## src/pkg/bfap_consts.vh

```
`ifndef BFAP_CONSTS_VH
`define BFAP_CONSTS_VH
`define BFAP_ADDR_W        13
`define BFAP_DATA_W        8
`define BFAP_CLK_PERIOD_NS 10
`define BFAP_PRECHARGE_NS  60
`define BFAP_ACTIVE_NS     70
`define BFAP_SEL_TO_WR_NS  70
`define BFAP_WR_LOW_NS     40
`define BFAP_ACCESS_NS     70
`define BFAP_ROW_LSB       3
`define BFAP_CNT_W         4
`endif

```

## src/verilog/bfap_host.v

```verilog
// What this block does
// - Fresh select falling edge for every access
// - Select stays high at least 60 ns
// - Select stays low at least 70 ns
// - Write strobe rises 70 ns after select
// - Write strobe held low at least 40 ns
// - Select not taken low while supply is low
`timescale 1ns/10ps
`include "bfap_consts.vh"
module bfap_host #(
    parameter AW        = `BFAP_ADDR_W,
    parameter DW        = `BFAP_DATA_W,
    parameter CW        = `BFAP_CNT_W,
    parameter PRE_NS    = `BFAP_PRECHARGE_NS,
    parameter ACT_NS    = `BFAP_ACTIVE_NS,
    parameter SW_NS     = `BFAP_SEL_TO_WR_NS,
    parameter WP_NS     = `BFAP_WR_LOW_NS,
    parameter ACC_NS    = `BFAP_ACCESS_NS
) (
    input  wire          clk_in,
    input  wire          nrst_in,
    input  wire          supply_ok_in,
    input  wire          req_valid_in,
    input  wire          req_write_in,
    input  wire [AW-1:0] req_addr_in,
    input  wire [DW-1:0] req_wdata_in,
    output reg           req_ready_out,
    output reg           rsp_valid_out,
    output reg  [DW-1:0] rsp_rdata_out,
    output reg  [AW-4:0] rsp_row_out,
    output reg           mem_select_n_out,
    output reg           mem_write_n_out,
    output reg           mem_drive_n_out,
    output reg  [AW-1:0] mem_addr_out,
    input  wire [DW-1:0] mem_dq_in,
    output reg  [DW-1:0] mem_dq_out,
    output reg           mem_dq_oe_out
);
    // Least times round up to whole cycles
    localparam integer PRE_I = (PRE_NS + `BFAP_CLK_PERIOD_NS - 1) / `BFAP_CLK_PERIOD_NS;
    localparam integer ACT_I = (ACT_NS + `BFAP_CLK_PERIOD_NS - 1) / `BFAP_CLK_PERIOD_NS;
    localparam integer SW_I  = (SW_NS + `BFAP_CLK_PERIOD_NS - 1) / `BFAP_CLK_PERIOD_NS;
    localparam integer WP_I  = (WP_NS + `BFAP_CLK_PERIOD_NS - 1) / `BFAP_CLK_PERIOD_NS;
    localparam integer ACC_I = (ACC_NS + `BFAP_CLK_PERIOD_NS - 1) / `BFAP_CLK_PERIOD_NS;

    // One select window serves reads and writes alike, so it must cover
    // the active time, the select-to-strobe-release time and the access time
    localparam integer SW_ACT = (SW_I > ACT_I) ? SW_I : ACT_I;
    localparam integer WIN_I  = (ACC_I > SW_ACT) ? ACC_I : SW_ACT;

    localparam [CW-1:0] ONE     = {{(CW-1){1'b0}}, 1'b1};
    localparam [CW-1:0] PRE_CYC = PRE_I[CW-1:0];
    localparam [CW-1:0] WIN_CYC = WIN_I[CW-1:0];
    // Strobe falls at this count, one above the pulse width as release comes at count one, so it spans a full pulse
    localparam [CW-1:0] WR_FALL = WP_I[CW-1:0] + ONE;

    // One-hot states
    localparam [3:0] ST_IDLE   = 4'b0001;
    localparam [3:0] ST_ACTIVE = 4'b0010;
    localparam [3:0] ST_PRE    = 4'b0100;
    localparam [3:0] ST_HOLD   = 4'b1000;

    reg [3:0]    state;
    reg          is_write;
    reg [CW-1:0] act_left;
    reg          pre_load;
    wire         pre_done;
    wire         take;
    wire         act_end;
    wire         wr_start;

    // Request accepted only in idle with supply good
    assign take     = (state == ST_IDLE) && supply_ok_in && req_valid_in;
    // Last cycle of the select window
    assign act_end  = (state == ST_ACTIVE) && (act_left == ONE);
    // Strobe goes low a full pulse width before the window closes
    assign wr_start = (state == ST_ACTIVE) && is_write && (act_left == WR_FALL);

    // Precharge counted by the shared timer block
    bfap_timer #(
        .W        (CW)
    ) u_pre (
        .clk_in   (clk_in),
        .nrst_in  (nrst_in),
        .load_in  (pre_load),
        .count_in (PRE_CYC),
        .done_out (pre_done)
    );

    always @(posedge clk_in or negedge nrst_in)
    begin
        if (!nrst_in)
        begin
            state            <= ST_HOLD;
            is_write         <= 1'b0;
            act_left         <= {CW{1'b0}};
            pre_load         <= 1'b0;
            req_ready_out    <= 1'b0;
            mem_select_n_out <= 1'b1;
            mem_write_n_out  <= 1'b1;
            mem_drive_n_out  <= 1'b1;
            mem_addr_out     <= {AW{1'b0}};
        end
        else
        begin
            pre_load <= 1'b0;
            case (state)
                ST_HOLD:
                begin
                    // Select parked high until supply is good
                    mem_select_n_out <= 1'b1;
                    req_ready_out    <= 1'b0;
                    if (supply_ok_in && pre_done)
                    begin
                        state         <= ST_IDLE;
                        req_ready_out <= 1'b1;
                    end
                end

                ST_IDLE:
                begin
                    if (!supply_ok_in)
                    begin
                        state         <= ST_HOLD;
                        req_ready_out <= 1'b0;
                    end
                    else if (take)
                    begin
                        // Address is set up with the falling select edge
                        mem_addr_out     <= req_addr_in;
                        mem_select_n_out <= 1'b0;
                        is_write         <= req_write_in;
                        // Memory drives only on reads, never against our data
                        mem_drive_n_out  <= req_write_in;
                        // Strobe high at select fall, so writes are strobe-timed
                        mem_write_n_out  <= 1'b1;
                        act_left         <= WIN_CYC;
                        req_ready_out    <= 1'b0;
                        state            <= ST_ACTIVE;
                    end
                end

                ST_ACTIVE:
                begin
                    act_left <= act_left - ONE;
                    if (wr_start)
                        mem_write_n_out <= 1'b0;
                    if (act_end)
                    begin
                        // Strobe and select rise together, data still held
                        mem_write_n_out  <= 1'b1;
                        mem_select_n_out <= 1'b1;
                        mem_drive_n_out  <= 1'b1;
                        pre_load         <= 1'b1;
                        state            <= ST_PRE;
                    end
                end

                ST_PRE:
                begin
                    // Wait one extra cycle for the timer load to land
                    if (!pre_load && pre_done)
                    begin
                        state         <= supply_ok_in ? ST_IDLE : ST_HOLD;
                        req_ready_out <= supply_ok_in;
                    end
                end

                default:
                begin
                    state            <= ST_HOLD;
                    mem_select_n_out <= 1'b1;
                end
            endcase
        end
    end

    // Write data stays on the pins one cycle past select, giving data hold
    // Reads release the pins in the same edge that hands them to the memory
    always @(posedge clk_in or negedge nrst_in)
    begin
        if (!nrst_in)
        begin
            mem_dq_out    <= {DW{1'b0}};
            mem_dq_oe_out <= 1'b0;
        end
        else if (take)
        begin
            mem_dq_out    <= req_wdata_in;
            mem_dq_oe_out <= req_write_in;
        end
        else if (state == ST_PRE)
            mem_dq_oe_out <= 1'b0;
    end

    // Response side kept apart from the pin sequencer
    always @(posedge clk_in or negedge nrst_in)
    begin
        if (!nrst_in)
        begin
            rsp_valid_out <= 1'b0;
            rsp_rdata_out <= {DW{1'b0}};
            rsp_row_out   <= {(AW-`BFAP_ROW_LSB){1'b0}};
        end
        else
        begin
            rsp_valid_out <= act_end;
            // Row worn by this access, reported with the request
            if (take)
                rsp_row_out <= req_addr_in[AW-1:`BFAP_ROW_LSB];
            // Data sampled as select rises, access time already met
            if (act_end && !is_write)
                rsp_rdata_out <= mem_dq_in;
        end
    end
endmodule

```

## src/verilog/bfap_timer.v

```verilog
`timescale 1ns/10ps
module bfap_timer #(
    parameter W = 4
) (
    input  wire         clk_in,
    input  wire         nrst_in,
    input  wire         load_in,
    input  wire [W-1:0] count_in,
    output wire         done_out
);
    reg [W-1:0] remain;

    assign done_out = (remain == {W{1'b0}});

    always @(posedge clk_in or negedge nrst_in)
    begin
        if (!nrst_in)
            remain <= {W{1'b0}};
        else if (load_in)
            remain <= count_in;
        else if (remain != {W{1'b0}})
            remain <= remain - {{(W-1){1'b0}}, 1'b1};
    end
endmodule

```

## config.mk

```make
export PLATFORM = sky130hd
export DESIGN_NAME = bfap_host
export DESIGN_NICKNAME = d
export VERILOG_FILES = /design/src/verilog/bfap_host.v /design/src/verilog/bfap_timer.v
export VERILOG_INCLUDE_DIRS = /design/src /design/src/pkg
export SDC_FILE = /design/constraint.sdc
export NUM_CORES = 1
export LEC_CHECK = 0
export CAP_MARGIN = 25
export CORE_MARGIN = 5
export CORE_UTILIZATION = 50
export DETAILED_ROUTE_END_ITERATION = 10
export DONT_BUFFER_PORTS = 1
export GPL_TIMING_DRIVEN = 1
export HOLD_SLACK_MARGIN = 0.12
export SYNTH_ARGS = -nofsm -noshare
export SYNTH_HDL_FRONTEND = slang
export SYNTH_SLANG_ARGS = --single-unit
```

## constraint.sdc

```tcl
create_clock -name clk_in -period 2.9 [get_ports clk_in]
set_input_delay 0.435 -clock clk_in [delete_from_list [all_inputs] [get_ports clk_in]]
set_output_delay 0.435 -clock clk_in [all_outputs]
set_load 0.01 [all_outputs]
```

== Word level (Yosys, flattened, before mapping) ==
Cells that the tools add are included.
Cells by class
  add/sub/neg operators: 2
  $mul: 0
  div/mod/pow operators: 0
  magnitude comparators: 0
  equality and inequality tests: 13
  shifts and indexed selects: 0
  multiplexer cells: 32
  bitwise logic cells: 1
  reduce and logical (&&, ||, !) cells: 23
Operators with widths (number)
  two-way mux 4 bit: 10
  two-way mux 1 bit: 16
  one-hot mux 4 bit (4 select lines): 1
  AND reduction 4 bit: 4
  inequality test 2 bit (second input constant): 5
  AND reduction 3 bit: 3
  equality test 4 x 1 -> 1 bit (second input constant): 2
  equality test 4 x 3 -> 1 bit (second input constant): 2
  logical AND 1 bit: 8
  one-hot mux 4 bit (2 select lines): 1
  subtractor 4 x 1 -> 4 bit (second input constant): 2
  inequality test 3 bit (second input constant): 2
  one-hot mux 1 bit (3 select lines): 2
  nonzero test 2 bit: 3
  equality test 4 x 2 -> 1 bit (second input constant): 1
  equality test 4 bit (second input constant): 1
  logical NOT 4 bit: 1
  one-hot mux 1 bit (2 select lines): 2
  nonzero test 4 bit: 1
  nonzero test 3 bit: 1
  logical NOT 1 bit: 2
  inverter 1 bit: 1
Word-level totals
  register bits after elaboration: 59
  bits in latches: 0
  memory bits (writable): 0
  bits in read-only memories: 0
  bits of input ports: 34
  output and inout bits: 45
  word-level logic and storage cells: 86
  memories: 0

== Depth between registers and ports, before layout ==
Gate-level depths: netlist of run 1.
  word-level depth: 6
  mapped depth: 7
  gate-level depth less buffers: 6

== By module ==
Synthesis of run 1 repeated with hierarchy kept, for this count alone.
Second synthesis, totals
  cells, all modules: 248
  area total of the unflattened synthesis: 2531.2 sq um
Modules (own cells, without submodules)
  bfap_host: times used 1, cells an instance 226, area an instance 2297.2 sq um, sequential area each 1381.3 sq um
  bfap_timer: times used 1, cells an instance 22, area an instance 234.0 sq um, sequential area each 100.1 sq um

== Worst setup path after synthesis of run 1 ==
No wires, ideal clock.
  path type: flip-flop to flip-flop
  from: reg act_left[1]
  to: reg rsp_rdata_out[0]
  library setup time: 0.125 ns
  arrival: 1.717 ns
  data required time: 2.775 ns
  path slack: 1.059 ns
  cell stages (with the launch flop): 7
  buffers on the path: 0
  clock period less this slack: 1.841 ns
  path through: dfrtp_1 -> inv_1 -> ha_1 -> nor3b_1 -> nand2_1 -> nor2_4 -> mux2_2
On the way
  longest elaborated chain between the ends: 3
RTL lines
  start: declaration: line bfap_host.v:65  | reg [CW-1:0] act_left;
  start signal: assignment: line bfap_host.v:96  | act_left <= {CW{1'b0}};
  start signal: assignment: line bfap_host.v:145  | act_left <= act_left - ONE;
  equality test 4 x 1 -> 1 bit: line bfap_host.v:75  | assign act_end = (state == ST_ACTIVE) && (act_left == ONE);
  logical AND 1 bit: line bfap_host.v:75
  logical AND 1 bit: line bfap_host.v:212  | if (act_end && !is_write)
  end signal: assignment: line bfap_host.v:202  | rsp_rdata_out <= {DW{1'b0}};
  end signal: assignment: line bfap_host.v:213  | rsp_rdata_out <= mem_dq_in;
  end: declaration: line bfap_host.v:29  | output reg [DW-1:0] rsp_rdata_out,
No other way between the ends.
A chain may end at the register's enable or synchronous reset.

== Worst setup path after layout of run 1 ==
  from: reg act_left[1]
  to: reg rsp_rdata_out[6]
The elaborated chain is that of the path after synthesis.

==> impl_metrics.csv, run 1 <==
group,metric,value,unit
power,vdd_ir_drop_max,0.000398,V
die,die_h,81.3,um
layout,finalCoreUtilization,0.560,
layout,layout_overhead_on_the_synthesized_area,10.4,%
clocking,cts_made_buffers,9,
sta,period_share,0.742,
sta,grt_setup_unrepaired,"no",
sta,setup_tns,0,ns
die,floorplan.die.width,81.3,um
synth,yosysWarningCount,0,
synth,dominant_combinational_cell_family_by_area_after_synthesis,"simple AND/OR/NAND/NOR gates",
critical_path,worstReg2RegStart,"act_left[1]",
sta,skew,0.00639,ns
routing,via_count,1660,
global_routing,grt_antenna_before_repair,0,
global_routing,gr-usage-all-layers,0.167,
power,sw_frac_of_total,0.322,
sta,layout_min_cycle_time,2.15,ns
critical_path,timing_worst_setup_path_type,"reg -> reg",
layout,layout_net_count,288,
synth,synth-edff-count,0,
die,floorplan.initialDensity,0.507,
routing,detail-route-antenna-nets,0,
synth,synth_xor_xnor_area_share,0.0138,
synth,mappedNetlistArea,2540,um^2
layout,drive_gt1_frac,0.157,
synth,syn-instance-count,244,
power,sequentialPowerShare,0.549,
sta,finalHoldViolations,0,
die,placeableCoreArea,5010,um^2
critical_path,worst_setup_path_start_kind,"flop",
clocking,number_of_clock_sinks,59,
power,p_switching,808,uW
synth,synth_compound_area_frac,0.0556,
synth,synth-main-ff-cell,"sky130_fd_sc_hd__dfrtp_1",
synth,synth.avg_cell_area,10.4,um^2
critical_path,critPathRequiredTime,3.11,ns
clocking,worstSkewPairLatency,0.32,ns
die,core.rowCount,26,
routing,detail_route.vias_per_cell,5.11,
die,dieArea,6610,um^2
sta,report.final.setup_viol,0,
routing,post_dr_wirelength_cell,15.2,um
global_routing,grt_max_degree,60,
place,place.port_buffers,0,
sta,drv_slew,0,
synth,synthesized_area_fraction_occupied_by_adder_cells,0.0197,
place,final_gp_congestion,0.752,
layout,number_of_antenna_diodes,0,
routing,drt_iter0_drc,86,
hold_path,worst_hold_path_class,"in -> reg",
clocking,h_tree_lvl_count,3,
sta,relative_slew_margins,0.610,
critical_path,slowest_delay,0.46,ns
critical_path,timing.critical_path.from,"act_left[1]",
die,io_pins,79,
power,power.share.clock,0.288,
synth,synth.area.mux_share,0.0354,
sta,max_clock_freq,465,MHz
critical_path,critical_path.max_fanout,8,
global_routing,grt-ovfl-total,0,
hold_path,hold_path.startpoint,"req_addr_in[1]",
power,pwr_density_cell,893,nW/um^2
critical_path,arrival_time_reported_for_the_critical_path_endpoint,2.36,ns
status,run_status,"completed",
critical_path,crit_buf_inv,1,
critical_path,worst_path_max_delay_cell,"sky130_fd_sc_hd__nor3b_1",
power,total_power_consumption,2.51,mW
layout,final_cell_count_no_fill,325,
synth,synth.lib_cells_used.distinct,40,
synth,seq_area_frac_synth,0.583,
run,cap_violations,0,
power,internal_power,1.70,mW
power,p_comb_frac,0.162,
synth,syn-num-nets,282,
sta,worstMarginPinSlew,0.583,ns
place,dpl.cell_count,307,
critical_path,top_family_by_delay_on_critical_path,"simple AND/OR/NAND/NOR gates",
global_routing,grt_pass1_wl,8200,um
synth,share_of_synthesized_registers_carrying_an_async_set_or_reset,1.00,
clocking,cts_setup_buffers,0,
routing,detailedRoute.firstPassIterationCount,4,
critical_path,timing.critical_path.to_type,"flop",
clocking,clk_transition_reported_paths,0.07,ns
synth,yosys.area_share.simple,0.251,
place,dpl.hpwl,3410,um
clocking,number_of_buffers_on_the_longest_clock_path,2,
power,total_leakage_power,1.46,nW
clocking,cts_tree,"done",
routing,wl,4950,um
routing,remaining_drc_errors,0,
critical_path,critical_path.cell_chain,"inv_1 -> ha_1 -> nor3b_1 -> nand2_1 -> nor2_4 -> mux2_2",
synth,synth.ff_latch_count,59,
clocking,ctsRootBufferMaster,"sky130_fd_sc_hd__clkbuf_8",
global_routing,first_global_vias,1660,
## worst reg2reg max path, stage by stage, from the launching register on
cell and delay, ns:
sky130_fd_sc_hd__dfrtp_1 0.40, sky130_fd_sc_hd__inv_1 0.10, sky130_fd_sc_hd__ha_1 0.16, sky130_fd_sc_hd__nor3b_1 0.46, sky130_fd_sc_hd__nand2_1 0.27, sky130_fd_sc_hd__nor2_4 0.27
sky130_fd_sc_hd__mux2_2 0.37
## placed cells by master, fill, tap and decap left out, drive strengths merged, types with 2 or more instances in the layout
cell type and n:
or3b 2, ha 4, inv 9, nor3b 3, or4 3, dfstp 4, nand3 2, clkbuf 13
nand2 93, mux2 8, nor2 9, nand2b 3, a21oi 7, clkinv 2, xnor2 3, dfrtp 55
o21ai 5, buf 4, nand4b 2, o31ai 2, nand3b 3, nor4 2, nor4b 2
## logic make-up (layout without fill, tap and decap cells)
kind of cell	Yosys count	after routing
simple gates	129	129
flops	59	59
compound gates	21	21
buf+inv	19	30
mux	8	8
fa+ha+maj	4	4
xor+xnor	4	4
## power groups by stage
stage | Combinational (mW) | Clock [mW] | Sequential, mW
after global routing | 0.487 | 0.783 | 1.42
after global placement | 0.380 | 0 | 1.39
after detailed placement | 0.396 | 0 | 1.39
final | 0.407 | 0.723 | 1.38
after CTS | 0.416 | 0.745 | 1.38
after floorplan | 0.372 | 0 | 1.31
## path summary, 6_finish.rpt
kind | slack (ns) | cells after the start | to
setup / recovery | 0.75 | 6 | rsp_rdata_out[6]
hold / removal | 0.21 | 2 | mem_addr_out[1]
setup reg to reg | 0.75 | 6 | rsp_rdata_out[6]
hold reg to reg | 0.51 | 1 | u_pre.remain[1]
max in group asynchronous | 1.96 | 2 | mem_drive_n_out
min in group asynchronous | 0.61 | 2 | state[0]
## timing repair
item | in CTS | in global routing
hold endpoints to repair | 59 | 0
hold buffers | 2 | 0
resized for setup | 0 | 0
## routing by layer
metal / track usage / routed length [um]
met5: 0 / 0
met4: 0.0659 / 52
met3: 0.0754 / 458
met2: 0.238 / 2230
met1: 0.220 / 2220
## Yosys cell counts, types with 3 or more instances
master	count	area share
sky130_fd_sc_hd__a21oi_1	6	0.012
sky130_fd_sc_hd__dfrtp_1	55	0.54
sky130_fd_sc_hd__o21ai_0	5	0.0098
sky130_fd_sc_hd__or4_1	3	0.0089
sky130_fd_sc_hd__inv_1	9	0.013
sky130_fd_sc_hd__nand2_1	93	0.14
sky130_fd_sc_hd__xnor2_1	3	0.010
sky130_fd_sc_hd__nand3b_1	3	0.0089
sky130_fd_sc_hd__nor2_1	6	0.0089
sky130_fd_sc_hd__buf_6	3	0.013
sky130_fd_sc_hd__mux2_2	8	0.035
sky130_fd_sc_hd__nor3b_1	3	0.0089
sky130_fd_sc_hd__dfstp_2	4	0.041
sky130_fd_sc_hd__nand2b_1	3	0.0074
sky130_fd_sc_hd__buf_2	6	0.012
sky130_fd_sc_hd__ha_1	4	0.020
## per-stage QoR
stage	hold slack, ns	instance area (um^2)	setup slack, ns
2_1_floorplan	0.139	2540	1.06
3_3_place_gp	0.141	2580	0.864
3_5_place_dp	0.141	2580	0.818
4_1_cts	0.199	2810	0.780
5_1_grt	0.193	2810	0.546
6_report	0.211	2810	0.748
## state kept, by name, summed over array words and instances (netlist names), 4 cells and up
signal / count
u_pre.remain: 4
state: 4
rsp_row_out: 10
mem_dq_out: 8
rsp_rdata_out: 8
act_left: 4
mem_addr_out: 13
## cell type report
class                   count  area, um^2
clock buffers              13         149
well taps                  70        87.6
repair buffers              5        60.1
clock inverters             3        40.0
inverters                   9        33.8
multi-input cells         166         956
fillers                   464        2200
flip-flops and latches     59        1480
Note: power is estimated with default switching activity, not from simulation.
==> inputs of run 2 (changes only) <==
Clock period 2.9 ns to 2.05 ns, I/O delays scaled along.
==> impl_metrics.csv, run 2 (synthesis results as in run 1) <==
group,metric,value,unit
layout,finish.instance_area,3220,um^2
routing,detail_route.vias_per_cell,4.92,
routing,wl,5510,um
layout,final_cell_mix,"sky130_fd_sc_hd__nand2_1, sky130_fd_sc_hd__dfrtp_1, sky130_fd_sc_hd__dlygate4sd3_1",
sta,worstMarginPinSlew,0.319,ns
sta,drv_slew,0,
power,vdd_ir_drop_max,0.000566,V
layout,drive_gt1_frac,0.172,
layout,final_common_cell,"sky130_fd_sc_hd__nand2_1",
sta,report.final.setup_viol,0,
place,pre_cts_setup_slack,0.174,ns
critical_path,timing_worst_setup_path_type,"reg -> reg",
place,dpl.hpwl,3540,um
critical_path,worst_r2r_dst,"req_ready_out",
die,placeableCoreArea,5010,um^2
critical_path,setup.reg_to_reg.worst_slack,0.16,ns
clocking,number_of_clock_sinks,59,
critical_path,critPathRequiredTime,2.33,ns
layout,largest_reg_flops,13,
layout,layout_top_registers,"mem_addr_out: 13 flops, rsp_row_out: 10 flops",
status,run_status,"completed",
sta,grt_setup_unrepaired,"no",
layout,layout_overhead_on_the_synthesized_area,26.6,%
die,die_h,81.3,um
routing,post_dr_wirelength_cell,15.0,um
hold_path,hold_path_depth,3,
critical_path,worstReg2RegStart,"u_pre.remain[0]",
global_routing,grt_max_degree,60,
sta,setup_tns,0,ns
layout,number_of_antenna_diodes,0,
routing,drt_iter0_drc,97,
routing,detail-route-antenna-nets,0,
sta,post_layout_worst_setup_margin,0.162,ns
die,io_pins,79,
routing,remaining_drc_errors,0,
sta,period_share,0.921,
run,cap_violations,0,
global_routing,gr-usage-all-layers,0.185,
critical_path,arrival_time_reported_for_the_critical_path_endpoint,2.17,ns
die,core.rowCount,26,
sta,layout_min_cycle_time,1.89,ns
place,final_gp_congestion,0.773,
routing,wl_met2,2610,um
routing,via_count,1804,
sta,max_clock_freq,530,MHz
hold_path,hold_path.startpoint,"supply_ok_in",
clocking,clk_transition_reported_paths,0.07,ns
clocking,h_tree_lvl_count,3,
clocking,cts_made_buffers,9,
clocking,cts_tree,"done",
global_routing,grt-ovfl-total,0,
hold_path,hold_path_end,"mem_select_n_out",
routing,met3_wirelength,455,um
layout,layout_net_count,330,
place,place.port_buffers,0,
clocking,ctsRootBufferMaster,"sky130_fd_sc_hd__clkbuf_8",
power,total_leakage_power,1.65,nW
routing,top_layer_used,"met4",
sta,skew,0.00896,ns
layout,top_register,"mem_addr_out",
die,floorplan.initialDensity,0.507,
layout,fillerInstances,420,
global_routing,grt_antenna_before_repair,0,
global_routing,grt_pass1_wl,9040,um
critical_path,critical_path.max_fanout,4,
critical_path,worst_setup_path_start_kind,"flop",
clocking,number_of_buffers_on_the_longest_clock_path,2,
die,floorplan.die.width,81.3,um
sta,finalHoldViolations,0,
routing,met1Wirelength,2400,um
place,place_area,2660,um^2
critical_path,r2r_cells,5,
die,dieArea,6610,um^2
critical_path,timing.critical_path.to_type,"flop",
routing,detailedRoute.firstPassIterationCount,4,
sta,relative_slew_margins,0.784,
hold_path,worst_hold_path_class,"in -> reg",
global_routing,first_global_vias,1886,
power,pwr_density_cell,1160,nW/um^2
clocking,worstSkewPairLatency,0.33,ns
[run 2: worst max-delay path by stage]
stage                       end             from
6_report          req_ready_out  u_pre.remain[0]
2_1_floorplan  rsp_rdata_out[0]      act_left[1]
3_3_place_gp      req_ready_out  u_pre.remain[0]
3_5_place_dp      req_ready_out  u_pre.remain[0]
5_1_grt                state[3]  u_pre.remain[0]
4_1_cts           req_ready_out  u_pre.remain[0]
[run 2: timing repair]
item / in CTS / in global routing
hold endpoints to repair: 99 / 1
setup buffers: 0 / 0
resized for setup: 0 / 0
hold buffers: 32 / 1
[run 2: where the power goes]
part	switching (mW)	internal [mW]
registers	0.396	1.52
logic	0.349	0.350
clock network	0.438	0.663
[run 2: critical path: stages, from the launching register on]
cell and delay [ns]:
sky130_fd_sc_hd__dfrtp_1 0.37, sky130_fd_sc_hd__inv_1 0.11, sky130_fd_sc_hd__ha_1 0.20, sky130_fd_sc_hd__or3b_2 0.46, sky130_fd_sc_hd__or4_1 0.49, sky130_fd_sc_hd__a21bo_2 0.20
[run 2: per-layer routing]
metal	track usage	vias up
li1	-	896
met1	0.232	839
met2	0.284	65
met3	0.0721	4
met4	0.0811	0
met5	0	-
[run 2: through the flow]
stage | utilization | total power [mW] | hold slack, ns | instances
2_1_floorplan | - | 2.38 | 0.0119 | 244
3_3_place_gp | 0.532 | 2.54 | 0.0141 | 318
3_5_place_dp | 0.532 | 2.57 | 0.0143 | 318
4_1_cts | 0.640 | 3.76 | 0.124 | 366
5_1_grt | 0.642 | 3.98 | 0.200 | 367
6_report | 0.642 | 3.72 | 0.198 | 367
[run 2: layout make-up]
type | instances | area, um^2 | area share
clock inverter | 1 | 30.0 | 0.00933
tap | 70 | 87.6 | 0.0272
timing repair buffer | 47 | 453 | 0.141
sequential | 59 | 1480 | 0.460
clock buffer | 15 | 176 | 0.0548
inverter | 9 | 33.8 | 0.0105
multi-input combinational | 166 | 956 | 0.297
==> inputs of run 3 (changes only) <==
Settings changed: SYNTH_HIERARCHICAL set to 1.
==> impl_metrics.csv, run 3 <==
group,metric,value,unit
sta,drv_slew,0,
die,placeableCoreArea,4820,um^2
power,vdd_ir_drop_max,0.000637,V
synth,synth.top_cells.by_area,"sky130_fd_sc_hd__dfrtp_1, sky130_fd_sc_hd__nand2_1, sky130_fd_sc_hd__dfstp_2",
clocking,cts_setup_buffers,0,
critical_path,setup.reg_to_reg.worst_slack,0.18,ns
die,die_h,81.2,um
sta,finalHoldViolations,0,
critical_path,critPathRequiredTime,2.26,ns
synth,synth_xor_xnor_area_share,0.0104,
synth,synthDominantCellAreaShare,0.544,
critical_path,timing_worst_setup_path_type,"reg -> reg",
critical_path,worst_setup_path_start_kind,"flop",
routing,detail_route.vias_per_cell,4.92,
critical_path,critical_path.max_fanout,8,
synth,synth_compound_area_frac,0.0529,
synth,synth_commonest_cells,"sky130_fd_sc_hd__nand2_1, sky130_fd_sc_hd__dfrtp_1, sky130_fd_sc_hd__o21ai_0, sky130_fd_sc_hd__mux2_2",
critical_path,crit_buf_inv,2,
sta,period_share,0.913,
synth,synth.ff_latch_count,59,
layout,final_common_cell,"sky130_fd_sc_hd__nand2_1",
layout,layout_top_registers,"mem_addr_out: 13 flops, rsp_row_out: 10 flops",
routing,post_dr_wirelength_cell,14.8,um
clocking,cts_tree,"done",
synth,dominant_combinational_cell_family_by_area_after_synthesis,"simple AND/OR/NAND/NOR gates",
layout,fillerInstances,386,
sta,report.final.setup_viol,0,
sta,grt_setup_unrepaired,"no",
critical_path,critical_path.cell_chain,"inv_1 -> ha_1 -> nor3b_1 -> nand2_1 -> nor2_2 -> buf_4 -> mux2_2",
layout,layout_overhead_on_the_synthesized_area,23.1,%
sta,worstMarginPinSlew,0.505,ns
routing,detail-route-antenna-nets,0,
layout,largest_reg_flops,13,
layout,layout_net_count,323,
routing,drt_iter0_drc,88,
sta,skew,0.00446,ns
power,total_power_consumption,3.73,mW
routing,remaining_drc_errors,0,
place,place_area,2590,um^2
sta,relative_slew_margins,0.658,
layout,final_cell_count_no_fill,358,
routing,detailedRoute.firstPassIterationCount,4,
layout,finalCoreUtilization,0.647,
routing,wl,5310,um
layout,top_register,"mem_addr_out",
clocking,h_tree_lvl_count,3,
global_routing,grt_max_degree,60,
critical_path,worst_path_max_delay_cell,"sky130_fd_sc_hd__dfrtp_1",
sta,post_layout_worst_setup_margin,0.178,ns
synth,synthesized_area_fraction_occupied_by_adder_cells,0.0148,
global_routing,gr-usage-all-layers,0.178,
global_routing,first_global_vias,1799,
sta,fin_hold_ws,0.139,ns
clocking,worstSkewPairLatency,0.32,ns
place,dpl.hpwl,3380,um
layout,finish.instance_area,3120,um^2
clocking,post_cts_gate_resize_count,0,
synth,synth-main-ff-cell,"sky130_fd_sc_hd__dfrtp_1",
layout,final_cell_mix,"sky130_fd_sc_hd__nand2_1, sky130_fd_sc_hd__dfrtp_1, sky130_fd_sc_hd__dlygate4sd3_1",
global_routing,grt_antenna_before_repair,0,
synth,share_of_synthesized_registers_carrying_an_async_set_or_reset,1.00,
run,cap_violations,0,
sta,layout_min_cycle_time,1.87,ns
clocking,cts_made_buffers,9,
status,run_status,"completed",
sta,max_clock_freq,534,MHz
sta,setup_tns,0,ns
critical_path,slowest_delay,0.40,ns
power,pwr_density_cell,1200,nW/um^2
layout,number_of_antenna_diodes,0,
synth,syn-instance-count,248,
synth,yosysWarningCount,6,
routing,via_count,1760,
global_routing,grt-ovfl-total,0,
die,core.rowCount,25,
clocking,clk_transition_reported_paths,0.07,ns
clocking,number_of_clock_sinks,59,
synth,synth-edff-count,0,
place,final_gp_congestion,0.783,
clocking,ctsRootBufferMaster,"sky130_fd_sc_hd__clkbuf_8",
clocking,number_of_buffers_on_the_longest_clock_path,2,
place,dpl.cell_count,311,
synth,yosys.area_share.simple,0.242,
synth,mappedNetlistArea,2530,um^2
layout,multiInputGateArea,947,um^2
synth,synth_top_cell_by_area,"sky130_fd_sc_hd__dfrtp_1",
layout,layout.area.seq,1480,um^2
die,dieArea,6590,um^2
critical_path,arrival_time_reported_for_the_critical_path_endpoint,2.08,ns
synth,synth.lib_cells_used.distinct,45,
die,floorplan.die.width,81.2,um
critical_path,top_family_by_delay_on_critical_path,"simple AND/OR/NAND/NOR gates",
synth,synth.area.mux_share,0.0479,
critical_path,timing.critical_path.to_type,"flop",
synth,synth.avg_cell_area,10.2,um^2
synth,yosysMostFrequentCell,"sky130_fd_sc_hd__nand2_1",
hold_path,worst_hold_path_class,"in -> reg",
layout,drive_gt1_frac,0.144,
die,io_pins,79,
place,pre_cts_setup_slack,0.183,ns
global_routing,grt_pass1_wl,8750,um
synth,seq_area_frac_synth,0.585,
power,total_leakage_power,1.57,nW
die,floorplan.initialDensity,0.525,
place,place.port_buffers,0,
[run 3: cell types whose count changed after synthesis, sizes merged, moves of 3 or more]
cell	change
nand2	+4
buf	-3
o21ai	+6
or4	-3
clkbuf	+3
[run 3: timing repair]
action	in CTS	in global routing
endpoints found under the hold margin	97	1
setup endpoints to repair	0	0
hold buffers	30	1
[run 3: logic make-up (layout without fill, tap and decap cells)]
kind of cell    after synthesis  after routing
buf+inv                      17             58
other cells                   2              4
mux                          11             11
compound gates               22             22
flops                        59             59
xor+xnor                      3              3
fa+ha+maj                     3              3
simple gates                131            131
[run 3: worst paths after layout]
| path | start | end | cells past startpoint |
|---|---|---|---|
| max | act_left[1] | rsp_rdata_out[5] | 7 |
| min | supply_ok_in | state[3] | 3 |
| max reg2reg | act_left[1] | rsp_rdata_out[5] | 7 |
| min reg2reg | mem_write_n_out | mem_write_n_out | 2 |
| max in group asynchronous | nrst_in | state[3] | 2 |
| min in group asynchronous | nrst_in | mem_addr_out[0] | 2 |
[run 3: layout make-up]
| cell class | instances | area share |
|---|---|---|
| clock buffer | 11 | 0.0454 |
| tap | 67 | 0.0269 |
| timing repair buffer | 35 | 0.123 |
| inverter | 7 | 0.00843 |
| clock inverter | 5 | 0.0169 |
| multi-input combinational | 174 | 0.304 |
| sequential | 59 | 0.476 |
[run 3: tightest hold or removal path, stage by stage]
cell and delay, ns:
sky130_fd_sc_hd__nand2_1 0.03, sky130_fd_sc_hd__nand2_1 0.05, sky130_fd_sc_hd__o31ai_1 0.06
[run 3: report_power, final]
part           internal, mW  switching [mW]  total (mW)
logic                 0.358           0.348       0.706
clock network         0.588           0.438        1.03
registers              1.54           0.449        1.99
[run 3: routing by layer]
layer  share of wire  global-route usage
met1            0.44               0.220
met2            0.49               0.274
met3           0.068              0.0698
met5               0                   0
met4          0.0090              0.0861
